--- src/verilog/crma_pkg.sv ---
// Constants, opcodes and states shared by the call/return and memory ALU block.
// Assumes a 32-bit classic Wishbone register bus with byte addresses.
`default_nettype none

package crma_pkg;

    // ------------------------------------------------------------------
    // Register offsets (byte addresses)
    // ------------------------------------------------------------------
    localparam logic [7:0] REG_CMD = 8'h00;
    localparam logic [7:0] REG_ACC = 8'h04;
    localparam logic [7:0] REG_STATUS = 8'h08;
    localparam logic [7:0] REG_PC = 8'h0c;
    localparam logic [7:0] REG_RET_STACK = 8'h10;
    localparam logic [7:0] REG_BANK_STACK = 8'h14;
    localparam logic [7:0] REG_RAM_INDEX = 8'h18;
    localparam logic [7:0] REG_RAM_DATA = 8'h1c;

    // ------------------------------------------------------------------
    // Field positions
    // ------------------------------------------------------------------
    localparam int CMD_OP_LSB = 0;
    localparam int CMD_ARG_LSB = 4;
    localparam int STAT_FLAG_BIT = 0;
    localparam int STAT_ACTIVE_LSB = 4;
    localparam int STAT_NEXT_LSB = 8;
    localparam int LVL_ONE_LSB = 0;
    localparam int LVL_TWO_LSB = 8;
    localparam int LVL_THREE_LSB = 16;
    localparam int IDX_WORD_LSB = 0;
    localparam int IDX_PAGE_LSB = 4;

    // ------------------------------------------------------------------
    // Reset values and word limit
    // ------------------------------------------------------------------
    localparam logic RST_FLAG = 1'b1;
    localparam logic [3:0] RST_ACC = 4'h0;
    localparam logic [31:0] RST_RDATA = 32'h0000_0000;
    localparam logic [3:0] WORD_MAX = 4'hf;

    // ------------------------------------------------------------------
    // Opcodes written into the command register
    // ------------------------------------------------------------------
    localparam logic [3:0] OP_STEP = 4'h0;
    localparam logic [3:0] OP_COND_CALL = 4'h1;
    localparam logic [3:0] OP_SUBROUTINE_RETURN = 4'h2;
    localparam logic [3:0] OP_LOAD_BANK_BUFFER = 4'h3;
    localparam logic [3:0] OP_ADD_MEMORY = 4'h4;
    localparam logic [3:0] OP_SUBTRACT_FROM_MEMORY = 4'h5;
    localparam logic [3:0] OP_INCREMENT_MEMORY = 4'h6;

    typedef enum logic [1:0] {
        CRMA_IDLE = 2'b01,
        CRMA_EXEC = 2'b10
    } crma_state_t;

    // Four-bit add with carry in, carry out in bit 4
    function automatic logic [4:0] crma_add5(input logic [3:0] a, input logic [3:0] b,
                                             input logic cin);
        return {1'b0, a} + {1'b0, b} + {4'h0, cin};
    endfunction

endpackage

`default_nettype wire

--- src/verilog/crma_core.sv ---
// Call/return stack, ROM bank control and memory ALU behind a Wishbone slave.
// Assumes a classic Wishbone master on clk_i; all inputs are on that clock.
//
// Contract
// - A call is taken only while the condition flag is 1, otherwise the counter just steps.
// - A skipped call changes no stack or bank register and sets the flag back to 1.
// - A taken call loads the operand address and pushes the next address into level one.
// - Return stack and bank save stack are three levels deep and lose the oldest entry.
// - The program counter steps through a fixed pseudo-random sequence.
// - A return loads the counter from level one and shifts up, keeping the deepest level.
// - A return loads both banks from bank save level one, shifts it up and sets the flag.
// - Load-bank writes its immediate into the next bank only and sets the flag.
// - The next bank captures three bits of the six-bit immediate.
// - Add puts the 4-bit sum of memory and accumulator in the accumulator, flag is carry.
// - Add writes the accumulator and flag and steps the counter, never the RAM.
// - Subtract puts memory minus accumulator in the accumulator, flag set if acc <= mem.
// - Increment puts memory plus one in the accumulator, flag set when the word was 15.
// - Memory operands are the word selected by page index and word pointer.
//
// The Wishbone interface to the registers and the register addresses are this design's own decisions.
`default_nettype none

module crma_core
    import crma_pkg::*;
#(
    parameter int PC_W = 6,
    parameter int BANK_W = 3,
    parameter int PAGE_W = 2,
    parameter int WORD_W = 4
) (
    input wire logic clk_i,
    input wire logic rst_i,
    input wire logic wb_cyc_i,
    input wire logic wb_stb_i,
    input wire logic wb_we_i,
    input wire logic [7:0] wb_adr_i,
    input wire logic [3:0] wb_sel_i,
    input wire logic [31:0] wb_dat_i,
    output logic [31:0] wb_dat_o,
    output logic wb_ack_o,
    output logic [PC_W-1:0] pc_o,
    output logic [3:0] acc_o,
    output logic condition_flag_o,
    output logic [BANK_W-1:0] active_rom_bank_o
);
    // ------------------------------------------------------------------
    // State
    // ------------------------------------------------------------------
    crma_state_t state_ff;
    logic ack_ff, condition_flag_ff;
    logic [31:0] rdata_ff, nxt_rdata;
    logic [3:0] op_ff, acc_ff, mem_word;
    logic [PC_W-1:0] arg_ff, pc_ff, pc_step;
    logic [PC_W-1:0] return_level_one_ff, return_level_two_ff, return_level_three_ff;
    logic [BANK_W-1:0] active_rom_bank_ff, next_rom_bank_ff;
    logic [BANK_W-1:0] bank_save_level_one_ff, bank_save_level_two_ff;
    logic [BANK_W-1:0] bank_save_level_three_ff;
    logic [PAGE_W-1:0] page_ff;
    logic [WORD_W-1:0] word_ff;
    logic req, wr_ok, exec, call_taken, call_skip, do_ret, do_ldb;
    logic do_add, do_sub, do_inc;
    logic [4:0] sum_add, sum_sub, sum_inc;
    // ------------------------------------------------------------------
    // Helpers
    // ------------------------------------------------------------------
    crma_pc_seq #(.PC_W(PC_W)) u_pc_seq (
        .pc_i(pc_ff),
        .pc_next_o(pc_step)
    );
    crma_ram #(.PAGE_W(PAGE_W), .WORD_W(WORD_W)) u_ram (
        .clk_i(clk_i),
        .rst_i(rst_i),
        .we_i(wr_ok && wb_adr_i == REG_RAM_DATA),
        .page_i(page_ff),
        .word_i(word_ff),
        .wdata_i(wb_dat_i[3:0]),
        .rdata_o(mem_word)
    );
    // ------------------------------------------------------------------
    // Bus decode and instruction decode
    // ------------------------------------------------------------------
    assign req = wb_cyc_i && wb_stb_i && !ack_ff && state_ff == CRMA_IDLE;
    assign wr_ok = req && wb_we_i && wb_sel_i == 4'hf;
    assign exec = state_ff == CRMA_EXEC;
    assign call_taken = exec && op_ff == OP_COND_CALL && condition_flag_ff;
    assign call_skip = exec && op_ff == OP_COND_CALL && !condition_flag_ff;
    assign do_ret = exec && op_ff == OP_SUBROUTINE_RETURN;
    assign do_ldb = exec && op_ff == OP_LOAD_BANK_BUFFER;
    assign do_add = exec && op_ff == OP_ADD_MEMORY;
    assign do_sub = exec && op_ff == OP_SUBTRACT_FROM_MEMORY;
    assign do_inc = exec && op_ff == OP_INCREMENT_MEMORY;
    // Carry out of bit 3 lands in bit 4 and goes only to the flag
    assign sum_add = crma_add5(mem_word, acc_ff, 1'b0);
    assign sum_sub = crma_add5(mem_word, ~acc_ff, 1'b1);
    assign sum_inc = crma_add5(mem_word, 4'h0, 1'b1);
    always_comb begin
        nxt_rdata = RST_RDATA;
        case (wb_adr_i)
            REG_CMD: begin
                nxt_rdata[CMD_OP_LSB +: 4] = op_ff;
                nxt_rdata[CMD_ARG_LSB +: PC_W] = arg_ff;
            end
            REG_ACC: nxt_rdata[3:0] = acc_ff;
            REG_STATUS: begin
                nxt_rdata[STAT_FLAG_BIT] = condition_flag_ff;
                nxt_rdata[STAT_ACTIVE_LSB +: BANK_W] = active_rom_bank_ff;
                nxt_rdata[STAT_NEXT_LSB +: BANK_W] = next_rom_bank_ff;
            end
            REG_PC: nxt_rdata[PC_W-1:0] = pc_ff;
            REG_RET_STACK: begin
                nxt_rdata[LVL_ONE_LSB +: PC_W] = return_level_one_ff;
                nxt_rdata[LVL_TWO_LSB +: PC_W] = return_level_two_ff;
                nxt_rdata[LVL_THREE_LSB +: PC_W] = return_level_three_ff;
            end
            REG_BANK_STACK: begin
                nxt_rdata[LVL_ONE_LSB +: BANK_W] = bank_save_level_one_ff;
                nxt_rdata[LVL_TWO_LSB +: BANK_W] = bank_save_level_two_ff;
                nxt_rdata[LVL_THREE_LSB +: BANK_W] = bank_save_level_three_ff;
            end
            REG_RAM_INDEX: begin
                nxt_rdata[IDX_WORD_LSB +: WORD_W] = word_ff;
                nxt_rdata[IDX_PAGE_LSB +: PAGE_W] = page_ff;
            end
            REG_RAM_DATA: nxt_rdata[3:0] = mem_word;
            default: nxt_rdata = RST_RDATA;
        endcase
    end
    // ------------------------------------------------------------------
    // Wishbone slave: one wait-free answer per request
    // ------------------------------------------------------------------
    always_ff @(posedge clk_i) begin
        if (rst_i) begin
            ack_ff <= 1'b0;
            rdata_ff <= RST_RDATA;
        end else begin
            ack_ff <= req;
            if (req) begin
                rdata_ff <= nxt_rdata;
            end
        end
    end
    // ------------------------------------------------------------------
    // Command capture and execution sequencing
    // ------------------------------------------------------------------
    always_ff @(posedge clk_i) begin
        if (rst_i) begin
            state_ff <= CRMA_IDLE;
            op_ff <= OP_STEP;
            arg_ff <= '0;
        end else begin
            case (state_ff)
                CRMA_IDLE: begin
                    if (wr_ok && wb_adr_i == REG_CMD) begin
                        op_ff <= wb_dat_i[CMD_OP_LSB +: 4];
                        arg_ff <= wb_dat_i[CMD_ARG_LSB +: PC_W];
                        state_ff <= CRMA_EXEC;
                    end
                end
                CRMA_EXEC: state_ff <= CRMA_IDLE;
                default: state_ff <= CRMA_IDLE;
            endcase
        end
    end
    // ------------------------------------------------------------------
    // Program counter
    // ------------------------------------------------------------------
    always_ff @(posedge clk_i) begin
        if (rst_i) begin
            pc_ff <= '0;
        end else if (call_taken) begin
            pc_ff <= arg_ff;
        end else if (do_ret) begin
            pc_ff <= return_level_one_ff;
        end else if (exec) begin
            pc_ff <= pc_step;
        end else if (wr_ok && wb_adr_i == REG_PC) begin
            pc_ff <= wb_dat_i[PC_W-1:0];
        end
    end
    // ------------------------------------------------------------------
    // Return address stack
    // ------------------------------------------------------------------
    always_ff @(posedge clk_i) begin
        if (rst_i) begin
            return_level_one_ff <= '0;
            return_level_two_ff <= '0;
            return_level_three_ff <= '0;
        end else if (call_taken) begin
            return_level_one_ff <= pc_step;
            return_level_two_ff <= return_level_one_ff;
            return_level_three_ff <= return_level_two_ff;
        end else if (do_ret) begin
            return_level_one_ff <= return_level_two_ff;
            return_level_two_ff <= return_level_three_ff;
        end
    end
    // ------------------------------------------------------------------
    // ROM bank registers and bank save stack
    // ------------------------------------------------------------------
    always_ff @(posedge clk_i) begin
        if (rst_i) begin
            active_rom_bank_ff <= '0;
            next_rom_bank_ff <= '0;
            bank_save_level_one_ff <= '0;
            bank_save_level_two_ff <= '0;
            bank_save_level_three_ff <= '0;
        end else if (call_taken) begin
            active_rom_bank_ff <= next_rom_bank_ff;
            bank_save_level_one_ff <= active_rom_bank_ff;
            bank_save_level_two_ff <= bank_save_level_one_ff;
            bank_save_level_three_ff <= bank_save_level_two_ff;
        end else if (do_ret) begin
            active_rom_bank_ff <= bank_save_level_one_ff;
            next_rom_bank_ff <= bank_save_level_one_ff;
            bank_save_level_one_ff <= bank_save_level_two_ff;
            bank_save_level_two_ff <= bank_save_level_three_ff;
        end else if (do_ldb) begin
            next_rom_bank_ff <= arg_ff[BANK_W-1:0];
        end
    end
    // ------------------------------------------------------------------
    // Accumulator and condition flag
    // ------------------------------------------------------------------
    always_ff @(posedge clk_i) begin
        if (rst_i) begin
            acc_ff <= RST_ACC;
            condition_flag_ff <= RST_FLAG;
        end else if (do_add) begin
            acc_ff <= sum_add[3:0];
            condition_flag_ff <= sum_add[4];
        end else if (do_sub) begin
            acc_ff <= sum_sub[3:0];
            condition_flag_ff <= sum_sub[4];
        end else if (do_inc) begin
            acc_ff <= sum_inc[3:0];
            condition_flag_ff <= sum_inc[4];
        end else if (exec) begin
            condition_flag_ff <= 1'b1;
        end else if (wr_ok && wb_adr_i == REG_ACC) begin
            acc_ff <= wb_dat_i[3:0];
        end
    end
    // ------------------------------------------------------------------
    // RAM index registers
    // ------------------------------------------------------------------
    always_ff @(posedge clk_i) begin
        if (rst_i) begin
            page_ff <= '0;
            word_ff <= '0;
        end else if (wr_ok && wb_adr_i == REG_RAM_INDEX) begin
            word_ff <= wb_dat_i[IDX_WORD_LSB +: WORD_W];
            page_ff <= wb_dat_i[IDX_PAGE_LSB +: PAGE_W];
        end
    end
    assign wb_ack_o = ack_ff;
    assign wb_dat_o = rdata_ff;
    assign pc_o = pc_ff;
    assign acc_o = acc_ff;
    assign condition_flag_o = condition_flag_ff;
    assign active_rom_bank_o = active_rom_bank_ff;
    // ------------------------------------------------------------------
    // Checks
    // ------------------------------------------------------------------
    property p_call_taken;
        @(posedge clk_i) disable iff (rst_i)
        call_taken |=> pc_ff == $past(arg_ff) && return_level_one_ff == $past(pc_step)
            && return_level_two_ff == $past(return_level_one_ff)
            && return_level_three_ff == $past(return_level_two_ff);
    endproperty
    a_call_taken: assert property (p_call_taken) else $error("taken call push wrong");
    property p_call_skip;
        @(posedge clk_i) disable iff (rst_i)
        call_skip |=> pc_ff == $past(pc_step) && condition_flag_ff
            && $stable(return_level_one_ff) && $stable(active_rom_bank_ff)
            && $stable(bank_save_level_one_ff);
    endproperty
    a_call_skip: assert property (p_call_skip) else $error("skipped call changed state");
    property p_call_bank;
        @(posedge clk_i) disable iff (rst_i)
        call_taken |=> active_rom_bank_ff == $past(next_rom_bank_ff)
            && bank_save_level_one_ff == $past(active_rom_bank_ff)
            && bank_save_level_three_ff == $past(bank_save_level_two_ff);
    endproperty
    a_call_bank: assert property (p_call_bank) else $error("call bank push wrong");
    property p_return;
        @(posedge clk_i) disable iff (rst_i)
        do_ret |=> pc_ff == $past(return_level_one_ff)
            && return_level_two_ff == $past(return_level_three_ff)
            && $stable(return_level_three_ff);
    endproperty
    a_return: assert property (p_return) else $error("return pop wrong");
    property p_return_bank;
        @(posedge clk_i) disable iff (rst_i)
        do_ret |=> active_rom_bank_ff == $past(bank_save_level_one_ff)
            && next_rom_bank_ff == $past(bank_save_level_one_ff) && condition_flag_ff;
    endproperty
    a_return_bank: assert property (p_return_bank) else $error("return bank wrong");
    property p_load_bank;
        @(posedge clk_i) disable iff (rst_i)
        do_ldb |=> next_rom_bank_ff == $past(arg_ff[BANK_W-1:0])
            && $stable(active_rom_bank_ff) && condition_flag_ff;
    endproperty
    a_load_bank: assert property (p_load_bank) else $error("load bank wrong");
    property p_add;
        @(posedge clk_i) disable iff (rst_i)
        do_add |=> {condition_flag_ff, acc_ff} == {1'b0, $past(mem_word)} + {1'b0, $past(acc_ff)}
            && $stable(mem_word);
    endproperty
    a_add: assert property (p_add) else $error("add result wrong");
    property p_sub;
        @(posedge clk_i) disable iff (rst_i)
        do_sub |=> acc_ff == 4'($past(mem_word) - $past(acc_ff))
            && condition_flag_ff == ($past(acc_ff) <= $past(mem_word));
    endproperty
    a_sub: assert property (p_sub) else $error("subtract result wrong");
    property p_inc;
        @(posedge clk_i) disable iff (rst_i)
        do_inc |=> acc_ff == 4'($past(mem_word) + 4'h1)
            && condition_flag_ff == ($past(mem_word) == WORD_MAX);
    endproperty
    a_inc: assert property (p_inc) else $error("increment result wrong");
    property p_ack;
        @(posedge clk_i) disable iff (rst_i)
        req |=> wb_ack_o ##1 !wb_ack_o;
    endproperty
    a_ack: assert property (p_ack) else $error("bus answer not one cycle");
    c_call: cover property (@(posedge clk_i) disable iff (rst_i) call_taken);
    c_skip: cover property (@(posedge clk_i) disable iff (rst_i) call_skip);
    c_ret: cover property (@(posedge clk_i) disable iff (rst_i) do_ret);
    c_carry: cover property (@(posedge clk_i) disable iff (rst_i) do_add && sum_add[4]);
endmodule

`default_nettype wire

--- src/verilog/crma_pc_seq.sv ---
// Next-address generator for the program counter.
// Assumes the counter is held elsewhere; this is purely combinational.
`default_nettype none

module crma_pc_seq #(
    parameter int PC_W = 6
) (
    input wire logic [PC_W-1:0] pc_i,
    output logic [PC_W-1:0] pc_next_o
);

    // ------------------------------------------------------------------
    // Shift-register sequence; the all-ones code is never reached from reset
    // ------------------------------------------------------------------
    always_comb begin
        pc_next_o = {pc_i[PC_W-2:0], ~(pc_i[PC_W-1] ^ pc_i[PC_W-2])};
    end

endmodule

`default_nettype wire

--- src/verilog/crma_ram.sv ---
// Nibble-wide data RAM indexed by page and word pointer.
// Assumes one write port driven from the register bus, asynchronous read.
`default_nettype none

module crma_ram #(
    parameter int PAGE_W = 2,
    parameter int WORD_W = 4
) (
    input wire logic clk_i,
    input wire logic rst_i,
    input wire logic we_i,
    input wire logic [PAGE_W-1:0] page_i,
    input wire logic [WORD_W-1:0] word_i,
    input wire logic [3:0] wdata_i,
    output logic [3:0] rdata_o
);

    localparam int DEPTH = 1 << (PAGE_W + WORD_W);

    logic [3:0] mem_ff [DEPTH];
    logic [PAGE_W+WORD_W-1:0] index;

    assign index = {page_i, word_i};
    assign rdata_o = mem_ff[index];

    always_ff @(posedge clk_i) begin
        if (rst_i) begin
            for (int i = 0; i < DEPTH; i++) begin
                mem_ff[i] <= 4'h0;
            end
        end else if (we_i) begin
            mem_ff[index] <= wdata_i;
        end
    end

endmodule

`default_nettype wire

--- config.mk ---
export PLATFORM = sky130hd
export DESIGN_NAME = crma_core
export DESIGN_NICKNAME = d
export VERILOG_FILES = /design/src/verilog/crma_pkg.sv /design/src/verilog/crma_core.sv /design/src/verilog/crma_pc_seq.sv /design/src/verilog/crma_ram.sv
export SDC_FILE = /design/constraint.sdc
export NUM_CORES = 1
export LEC_CHECK = 0
export BUFFER_PORTS_ARGS = -buffer_cell sky130_fd_sc_hd__clkbuf_2
export CORE_UTILIZATION = 45
export DETAILED_ROUTE_END_ITERATION = 6
export MAX_ROUTING_LAYER = met4
export SLEW_MARGIN = 20
export SYNTH_ARGS = -nofsm -noshare
export SYNTH_HDL_FRONTEND = slang
export SYNTH_HIERARCHICAL = 1
export SYNTH_SLANG_ARGS = --single-unit
--- constraint.sdc ---
create_clock -name clk_i -period 4.55 [get_ports clk_i]
set_input_delay 0.455 -clock clk_i [delete_from_list [all_inputs] [get_ports clk_i]]
set_output_delay 0.455 -clock clk_i [all_outputs]
set_load 0.05 [all_outputs]
## Word level (Yosys, flattened, before mapping)

Memories as Yosys holds them, arrays and structs flattened. A register that Yosys moved wholly into a read port is not among the register bits.
Cells that the tools add are included.

- Register bits: 83
- Memory bits (writable): 256
- Input port bits: 49
- Output and inout port bits: 47
- Logic and storage cells: 120
- Memories: 1

- $add $sub $neg: 4
- Equality and inequality tests: 17
- Mux-type cells: 46
- Bitwise logic cells: 5
- Reductions and logical operators: 29

Memory list:

| name | depth | bits a word | rd ports | clocked after Yosys merged registers in | write ports | RTL line | source |
|---|---|---|---|---|---|---|---|
| u_ram.mem_ff | 64 | 4 | 1 | 1 | 64 | crma_ram.sv:20 | `logic [3:0] mem_ff [DEPTH];` |

Operators with widths:

| kind | count |
|---|---|
| $mux 6 | 11 |
| $eq 8x5->1 const B | 4 |
| $mux 3 | 10 |
| $mux 4 | 6 |
| $logic_and 1x1->1 | 17 |
| $eq 8x4->1 const B | 2 |
| $pmux 2 s7 | 1 |
| $eq 4x3->1 const B | 3 |
| $reduce_bool 4->1 | 3 |
| $mux 1 | 11 |
| $add 4x4->5 | 2 |
| $pmux 2 s5 | 1 |
| $eq 4x2->1 const B | 2 |
| $eq 8x3->1 const B | 1 |
| $logic_not 8->1 | 1 |
| $pmux 1 s8 | 1 |
| $pmux 2 s4 | 1 |
| $pmux 1 s6 | 1 |
| $pmux 3 s2 | 1 |
| $reduce_and 2->1 | 3 |
| $add 4x1->5 const B | 1 |
| $add 5x1->5 const B | 1 |
| $eq 4x1->1 const B | 1 |
| $eq 4x4->1 const B | 1 |
| other kinds (12) | 15 |

## Logic depth before layout (Yosys ltp)

Gate-level depths: netlist (run 1).

- Depth in word-level cells: 11
- Mapped depth: 17

## Modules after synthesis

The synthesis (run 1) kept the hierarchy.

By module, submodules not included:

| module | times used | cells an instance | area an instance (sq um) |
|---|---|---|---|
| crma_ram | 1 | 1005 | 12704.7 |
| crma_core | 1 | 551 | 4469.3 |
| crma_pc_seq | 1 | 6 | 46.3 |

## Worst setup path after synthesis (run 1)

No wires, ideal clock.

- Kind: reg2reg
- Start: reg word_ff[1] (netlist name)
- End: reg acc_ff[2] (netlist: acc_o[2])
- Setup time: 0.070 ns
- Data arrival time: 3.140 ns
- Data required time: 4.480 ns
- Slack: 1.339 ns
- Stages on the path, launching flop included: 14
- Path through: dfxtp_1 > buf_4 > mux4_2 > nand2_1 > a21oi_1 > nor4_1 > nand4_1 > ha_1 > fa_1 > mux2i_1 > xnor2_1 > nor2_1 > a2111o_1 > a21oi_1

RTL lines:

| what | RTL line | source |
|---|---|---|
| to (signal assigned) | crma_core.sv:229 | `acc_ff <= sum_add[3:0];` |
| to (signal assigned) | crma_core.sv:232 | `acc_ff <= sum_sub[3:0];` |
| to (signal assigned) | crma_core.sv:235 | `acc_ff <= sum_inc[3:0];` |
| to (decl) | crma_core.sv:52 | `logic [3:0] op_ff, acc_ff, mem_word;` |

==> reports/metrics.yaml, run 1 <==
syn-cell-area_um2: 17200
grt_pass1_wl_mm: 74.8
slowest_stage: "dfxtp_2"
ios: 96
hold_path_depth: 3
power.total_mw: 7.11
end_kind: "flop"
synth.area.top_cells: "edfxtp_1 (45%), dfxtp_1 (9.6%), and2_1 (5.4%)"
dr.pass1.iters: 6
status: "finished, final reports clean"
syn_avg_cell_area_um2: 11.0
max-vdd-ir-drop_uv: 308
slew_headroom_pct: 28.3
gp_congestion: 0.885
num_vias: 12600
async_reset_ff_share_pct: 0
drt_iter0_drc: 1136
multi_input_area_um2: 7080
yosys_warnings: 6
drc: 0
numCtsBuffers: 40
power_density_nw_per_um2: 368
rows: 71
clockBufferDepth: 3
post_cts_resized: 0
switching_power_mw: 1.51
cpPeakStageDelay_ns: 0.77
grt_max_degree: 85
wl_per_cell_um: 23.4
coreArea_um2: 37700
pwr-share-comb_pct: 3.8
start_kind: "flop"
slew_violations: 0
setup_viol: 0
critPathMaxFanout: 21
fin_skew_ns: 0.0258
syn_inst: 1562
fillers: 3365
worst_pin_slew_ns: 1.07
layout_worst_path_cycle_share_pct: 90.3
yosysTopAreaCellShare_pct: 44.6
rsz0062_at_grt: "false"
yosysSeqAreaShare_pct: 54.3
globalRouteTotalUtil_pct: 26.5
arrival_ns: 4.60
critPathRequiredTime_ns: 5.04
viasPerCell: 5.93
syn_to_final_growth_pct: 12.2
antenna_cells: 0
fmax_ghz: 0.243
final_nets: 1641
detail-route-antenna-nets: 0
post-cts-setup-buffers: 0
critical_path_class: "reg2reg"
pwr-share-seq_pct: 48.6
hpwl_mm: 32.6
placed_cell_area_um2: 17900
dieArea_um2: 39100
swShare_pct: 21.3
pwr-share-clk_pct: 47.5
cts_hold_buf: 0
synth_edf_count: 256
synth_cell_types: 79
r2r_cells: 14
drt-total-wl_mm: 49.8
hp-class: "in2reg"
period_minus_slack_ns: 4.11
grt_overflow_total: 0
synth_flop_cell: "edfxtp_1"
cts_tree: "done"
clkSinkCount: 339
grt_pass1_vias: 11840
insertion_delay_ns: 0.57
yosysTopAreaCell: "edfxtp_1"
path_cells: "nor2b_1 -> buf_4 -> a22oi_1 -> o22ai_1 -> a22oi_1 -> nand4_1 -> buf_4 -> ha_1 -> fa_1 -> mux2i_1 -> xnor2_1 -> nor2_1 -> a2111o_1 -> a21oi_1"
portBuffers: 61
cts.clk_slew.worst_paths_ns: 0.06
regArea_um2: 9360
h-tree-depth: 2
cts_root_buffer: "clkbuf_16"
die_w_um: 198
die_h_um: 198
finalHoldViolCount: 0
final_cell_area_um2: 19300
initial_core_util_pct: 45.7
setup_tns_ns: 0
p_leak_nw: 7.36
ys_ff_latch: 339
maxCapViolCount: 0
p_int_mw: 5.59
antenna_found_initial: 0
drive_gt1_share_pct: 17.5
==> cell usage in the layout (no fill, tap or decap), drive strengths merged, types with 5 or more instances in the layout <==
cell type,count
edfxtp,256
and2,151
and3,121
nor2,115
clkbuf,113
nand2,112
dfxtp,83
buf,72
mux2i,60
a22oi,45
or2,39
a221oi,38
a21oi,37
nand3,31
a21o,28
mux2,27
nor3,26
a311oi,25
o21ai,22
o22ai,18
nand2b,12
nor2b,12
conb,12
inv,12
o211ai,11
mux4,11
clkinv,11
nand3b,10
ha,9
bufinv,7
or3,6
o221ai,6
nand4,6
nor3b,6
a211o,5
a211oi,5
==> routing by layer <==
| metal | wire [um] | vias to the layer above | global-route usage (%) |
|---|---|---|---|
| li1 | - | 5776 | - |
| met1 | 21400 | 6175 | 36.0 |
| met2 | 22600 | 550 | 39.9 |
| met3 | 4240 | 99 | 4.56 |
| met4 | 1590 | 0 | 9.59 |
| met5 | 0 | - | - |
==> flip-flops by register name, indices dropped and copies added (netlist names), 4 cells and up <==
signal,cells
op_ff,4
wb_dat_o,20
return_level_one_ff,6
return_level_three_ff,6
return_level_two_ff,6
u_ram/mem_ff,256
arg_ff,6
pc_o,6
acc_o,4
word_ff,4
==> cells by family after synthesis <==
group | count (synthesis) | synth area share (%)
xor+xnor | 4 | 0.203
fa+ha+maj | 11 | 0.886
flops | 339 | 54.3
compound gates | 266 | 11.5
other cells | 1 | 0.0218
buf+inv | 175 | 4.99
mux | 98 | 6.71
simple gates | 668 | 21.4
==> layout make-up <==
class,count,share of cell area [%]
repair buffers,129,4.30
flip-flops and latches,339,48.4
inverters,12,0.233
multi-input cells,1059,36.6
clock inverters,18,1.39
clock buffers,56,5.73
well taps,511,3.31
==> path summary, 6_finish.rpt <==
path / slack, ns / start / endpoint
max: 0.44 / word_ff[1] / acc_o[2]
min: 0.13 / wb_dat_i[8] / arg_ff[4]
max reg2reg: 0.44 / word_ff[1] / acc_o[2]
min reg2reg: 0.45 / wb_dat_o[3] / wb_dat_o[3]
==> stage by stage <==
step                setup slack (ns)  hold WS (ns)  utilization (%)  instances
floorplan                       1.34         0.449                -       1573
global placement               0.560         0.441             47.6       2050
detailed placement             0.498         0.447             47.6       2050
CTS                            0.483         0.110             51.3       2124
global route                   0.116         0.153             51.3       2124
finish                         0.440         0.126             51.3       2124
==> power by group through the flow <==
| stage | Sequential [mW] | Clock, mW | Combinational [mW] |
|---|---|---|---|
| CTS | 3.46 | 3.43 | 0.273 |
| floorplan | 3.50 | 0 | 0.192 |
| finish | 3.46 | 3.38 | 0.273 |
| global route | 3.46 | 3.55 | 0.292 |
| detailed placement | 3.52 | 0 | 0.272 |
| global placement | 3.52 | 0 | 0.269 |
==> critical path: cells and delay by family, from the launching register on <==
family | cells | cell delay, ns
compound gates | 5 | 1.08
xor+xnor | 1 | 0.15
fa+ha+maj | 2 | 0.60
buf+inv | 2 | 0.54
flops | 1 | 0.77
mux | 1 | 0.19
simple gates | 3 | 0.68
==> cell usage after synthesis, types with 26 or more instances <==
library cell and count:
edfxtp_1 256, and2_1 150, and3_1 121, nor2_1 115, nand2_1 112, clkbuf_1 90
dfxtp_1 83, mux2i_1 60, a22oi_1 44, a221oi_1 38, a21oi_1 37, or2_2 37
buf_2 31, nand3_1 31, a21o_1 28, mux2_2 27, buf_4 26
No activity file was read; power rests on OpenSTA's default activity.
==> run 2, diff against run 1 <==
--- a/config.mk
+++ b/config.mk
@@ -5,9 +5,10 @@
 export SDC_FILE = /design/constraint.sdc
 export NUM_CORES = 1
 export LEC_CHECK = 0
-export BUFFER_PORTS_ARGS = -buffer_cell sky130_fd_sc_hd__clkbuf_2
+export ABC_AREA = 1
 export CORE_UTILIZATION = 45
 export DETAILED_ROUTE_END_ITERATION = 6
+export DONT_BUFFER_PORTS = 1
 export MAX_ROUTING_LAYER = met4
 export SLEW_MARGIN = 20
 export SYNTH_ARGS = -nofsm -noshare
==> constraint.sdc (replaced) <==
create_clock -name clk_i -period 3.8 [get_ports clk_i]
set_input_delay 0.38 -clock clk_i [delete_from_list [all_inputs] [get_ports clk_i]]
set_output_delay 0.38 -clock clk_i [all_outputs]
set_load 0.05 [all_outputs]
==> run 2 against run 1 <==
Combinational power is 24% higher. Count of clock-buffer cells in the layout is 6 lower. Synthesized cell count is 40% higher. Final cell count is 27% higher. Core utilization is 0.76 points lower. Setup slack worse by 0.083 ns. Highest routed layer unchanged.
==> reports/metrics.yaml, run 2 <==
yosysMostFrequentCell: "nand2_1"
insertion_delay_ns: 0.55  # -0.02 ns
antenna_found_initial: 0  # unchanged
slowest_stage: "dfxtp_1"
dr.pass1.iters: 6  # unchanged
cts.clk_slew.worst_paths_ns: 0.06  # about the same
setup_tns_ns: 0  # unchanged
final_util_pct: 50.5  # -0.76 points
hp-class: "in2reg"
synthXorXnorAreaFrac_pct: 0.101  # -0.10 points
maxCapViolCount: 0  # unchanged
critPathMaxFanout: 15  # -29%
detail-route-antenna-nets: 0  # unchanged
fin_skew_ns: 0.0200  # -0.00586 ns
layout_common_cells: "nand2_1 (945), nor2_1 (329), edfxtp_1 (256)"
drt_iter0_drc: 1087  # -4.3%
initial_core_util_pct: 45.8  # +0.071 points
dpl.cell_count: 2619  # +28%
power.total_mw: 8.45  # +19%
synth.area.top_cells: "edfxtp_1 (44%), nand2_1 (21%), dfxtp_1 (9.6%)"
antenna_cells: 0  # unchanged
holdPathEnd: "arg_ff[3]"
min_from: "wb_dat_i[7]"
async_reset_ff_share_pct: 0  # unchanged
max-vdd-ir-drop_uv: 239  # -22%
p_leak_nw: 8.31  # +13%
gp_congestion: 0.888  # +0.40%
end_kind: "flop"
clockBufferDepth: 3  # unchanged
coreArea_um2: 37800  # +0.24%
setup_viol: 0  # unchanged
grt_pass1_wl_mm: 71.6  # -4.2%
yosys_warnings: 6  # unchanged
syn_inst: 2181  # +40%
synthSimpleGateAreaFrac_pct: 32.5  # +11 points
synthAdderAreaFrac_pct: 0.883  # -0.0035 points
ios: 96  # unchanged
wl_per_cell_um: 16.9  # -28%
rrSetupSlack_ns: 0.36  # -0.08 ns
synth_cell_types: 46  # -42%
synth.top_cells.by_count: "nand2_1 (945), nor2_1 (329), edfxtp_1 (256)"
rows: 71  # unchanged
critPathRequiredTime_ns: 4.18  # -0.86 ns
numCtsBuffers: 39  # -2.5%
start_kind: "flop"
drc: 0  # unchanged
regMostFlops: "u_ram/mem_ff"
finalHoldViolCount: 0  # unchanged
hold_path_depth: 2  # -1
worst_pin_slew_ns: 1.03  # -0.0343 ns
setup_ws_ns: 0.357  # -0.0830 ns
globalRouteTotalUtil_pct: 24.3  # -2.2 points
portBuffers: 0  # -100%
crit_top_cell: "nand2_1"
grt_pass1_vias: 13160  # +11%
syn-cell-area_um2: 17300  # +0.39%
die_w_um: 198  # +0.19%
path_cells: "nand2_1 -> buf_4 -> nor2_1 -> nand2_1 -> nand2_1 -> o21ai_0 -> nand2_1 -> nor2_1 -> nand2_1 -> ha_1 -> inv_1 -> a21oi_1 -> nand2_1 -> nand2_1 -> nand3_1 -> nand2_1 -> inv_1 -> nand2_1 -> a21oi_1"
hpwl_mm: 29.6  # -9.1%
fin_cells: 2693  # +27%
synth_top_family_by_area: "simple AND/OR/NAND/NOR gates"
rr_endpoint: "acc_o[3]"
yosysTopAreaCellShare_pct: 44.5  # -0.17 points
final_common_cell: "nand2_1"
rsz0062_at_grt: "false"
slew_violations: 0  # unchanged
num_vias: 13958  # +11%
fmax_ghz: 0.290  # +19%
ys_ff_latch: 339  # unchanged
grt_overflow_total: 0  # unchanged
critical_path_class: "reg2reg"
cts_tree: "done"
die_h_um: 198  # +0.19%
r2r_cells: 19  # +5
grt_max_degree: 66  # -22%
final_nets: 2211  # +35%
synth_compound_area_share_pct: 5.97  # -5.5 points
layout_worst_path_cycle_share_pct: 90.6  # +0.28 points
slew_headroom_pct: 30.7  # +2.4 points
period_minus_slack_ns: 3.44  # -0.667 ns
synth_edf_count: 256  # unchanged
dieArea_um2: 39200  # +0.39%
drive_gt1_share_pct: 8.11  # -9.4 points
arrival_ns: 3.83  # -0.77 ns
post-cts-setup-buffers: 0  # unchanged
largest_reg_flops: 256  # unchanged
clkSinkCount: 339  # unchanged
status: "finished, final reports clean"
reg2reg_from: "word_ff[2]"
cts_root_buffer: "clkbuf_16"
synthMuxAreaShare_pct: 0  # -6.7 points
cpPeakStageDelay_ns: 0.86  # +0.09 ns
synth_flop_cell: "edfxtp_1"
h-tree-depth: 2  # unchanged
pre_cts_slack_ns: 0.452  # -0.0464 ns
viasPerCell: 5.18  # -13%
power_density_nw_per_um2: 443  # +20%
syn_to_final_growth_pct: 10.4
drt-total-wl_mm: 45.6  # -8.4%
syn_avg_cell_area_um2: 7.93  # -28%
yosysTopAreaCell: "edfxtp_1"
yosysSeqAreaShare_pct: 54.1  # -0.21 points
run 2: cell count changes after synthesis, sizes merged, moves of 60 or more:
cell,before,now
nand2,112,958
nor2,115,342
and2,151,1
and3,121,0
inv,12,119
mux2i,60,0
o21ai,22,82
run 2: cell type report:
class	count	area, um2
Clock inverter	22	284
Fill cell	3612	18700
Sequential cell	339	9350
Timing Repair Buffer	49	410
Inverter	119	455
Multi-Input combinational cell	1603	6870
Tap cell	511	639
Clock buffer	50	1070
run 2: kinds of logic (layout without fill, tap and decap cells):
group	Yosys count	after routing
other	1	12
xor gates and xnor gates	2	2
adders and majority gates	11	11
and+or+nand+nor	1394	1394
AOI/OAI and AO/OA	184	184
buffers and inverters	250	240
DFF	339	339
run 2: worst max-delay path by stage:
stage / start / to / slack (ns) / cells past startpoint
5_1_grt: word_ff[0] / acc_o[3] / 0.11 / 18
4_1_cts: word_ff[2] / acc_o[3] / 0.36 / 19
2_1_floorplan: word_ff[0] / acc_o[3] / 1.04 / 22
3_3_place_gp: word_ff[2] / acc_o[3] / 0.45 / 19
6_report: word_ff[2] / acc_o[3] / 0.36 / 19
3_5_place_dp: word_ff[2] / acc_o[3] / 0.45 / 19
run 2: what timing repair did:
action / 4_1_cts / 5_1_grt
gates resized for setup: 0 / 0
hold endpoints to repair: 22 / 0
hold buffers: 2 / 0
run 2: report_power, final:
| group | switching [mW] | internal (mW) |
|---|---|---|
| logic | 0.266 | 0.0731 |
| registers | 0.0692 | 4.10 |
| clock network | 1.53 | 2.41 |
| total | 1.87 | 6.58 |
run 2: layer usage:
metal | vias up | part of all wire, % | GRT usage [%]
met5 | - | 0 | -
met1 | 6502 | 44 | 32.6
li1 | 6897 | - | -
met2 | 477 | 47 | 39.0
met3 | 82 | 7.1 | 3.08
met4 | 0 | 2.0 | 6.55
run 2: per-stage QoR:
step / cell area (um2) / hold slack, ns
after floorplan: 17300 / 0.439
after global placement: 17700 / 0.450
after detailed placement: 17700 / 0.454
after CTS: 19100 / 0.0154
after global routing: 19100 / 0.0391
final: 19100 / 0.0263
run 2: worst max-delay path: cells and delay by family, from the launching register on:
kind | cells | cell delay [ns]
buf+inv | 3 | 0.43
fa+ha+maj | 1 | 0.29
simple gates | 12 | 1.40
compound gates | 3 | 0.29
flops | 1 | 0.86
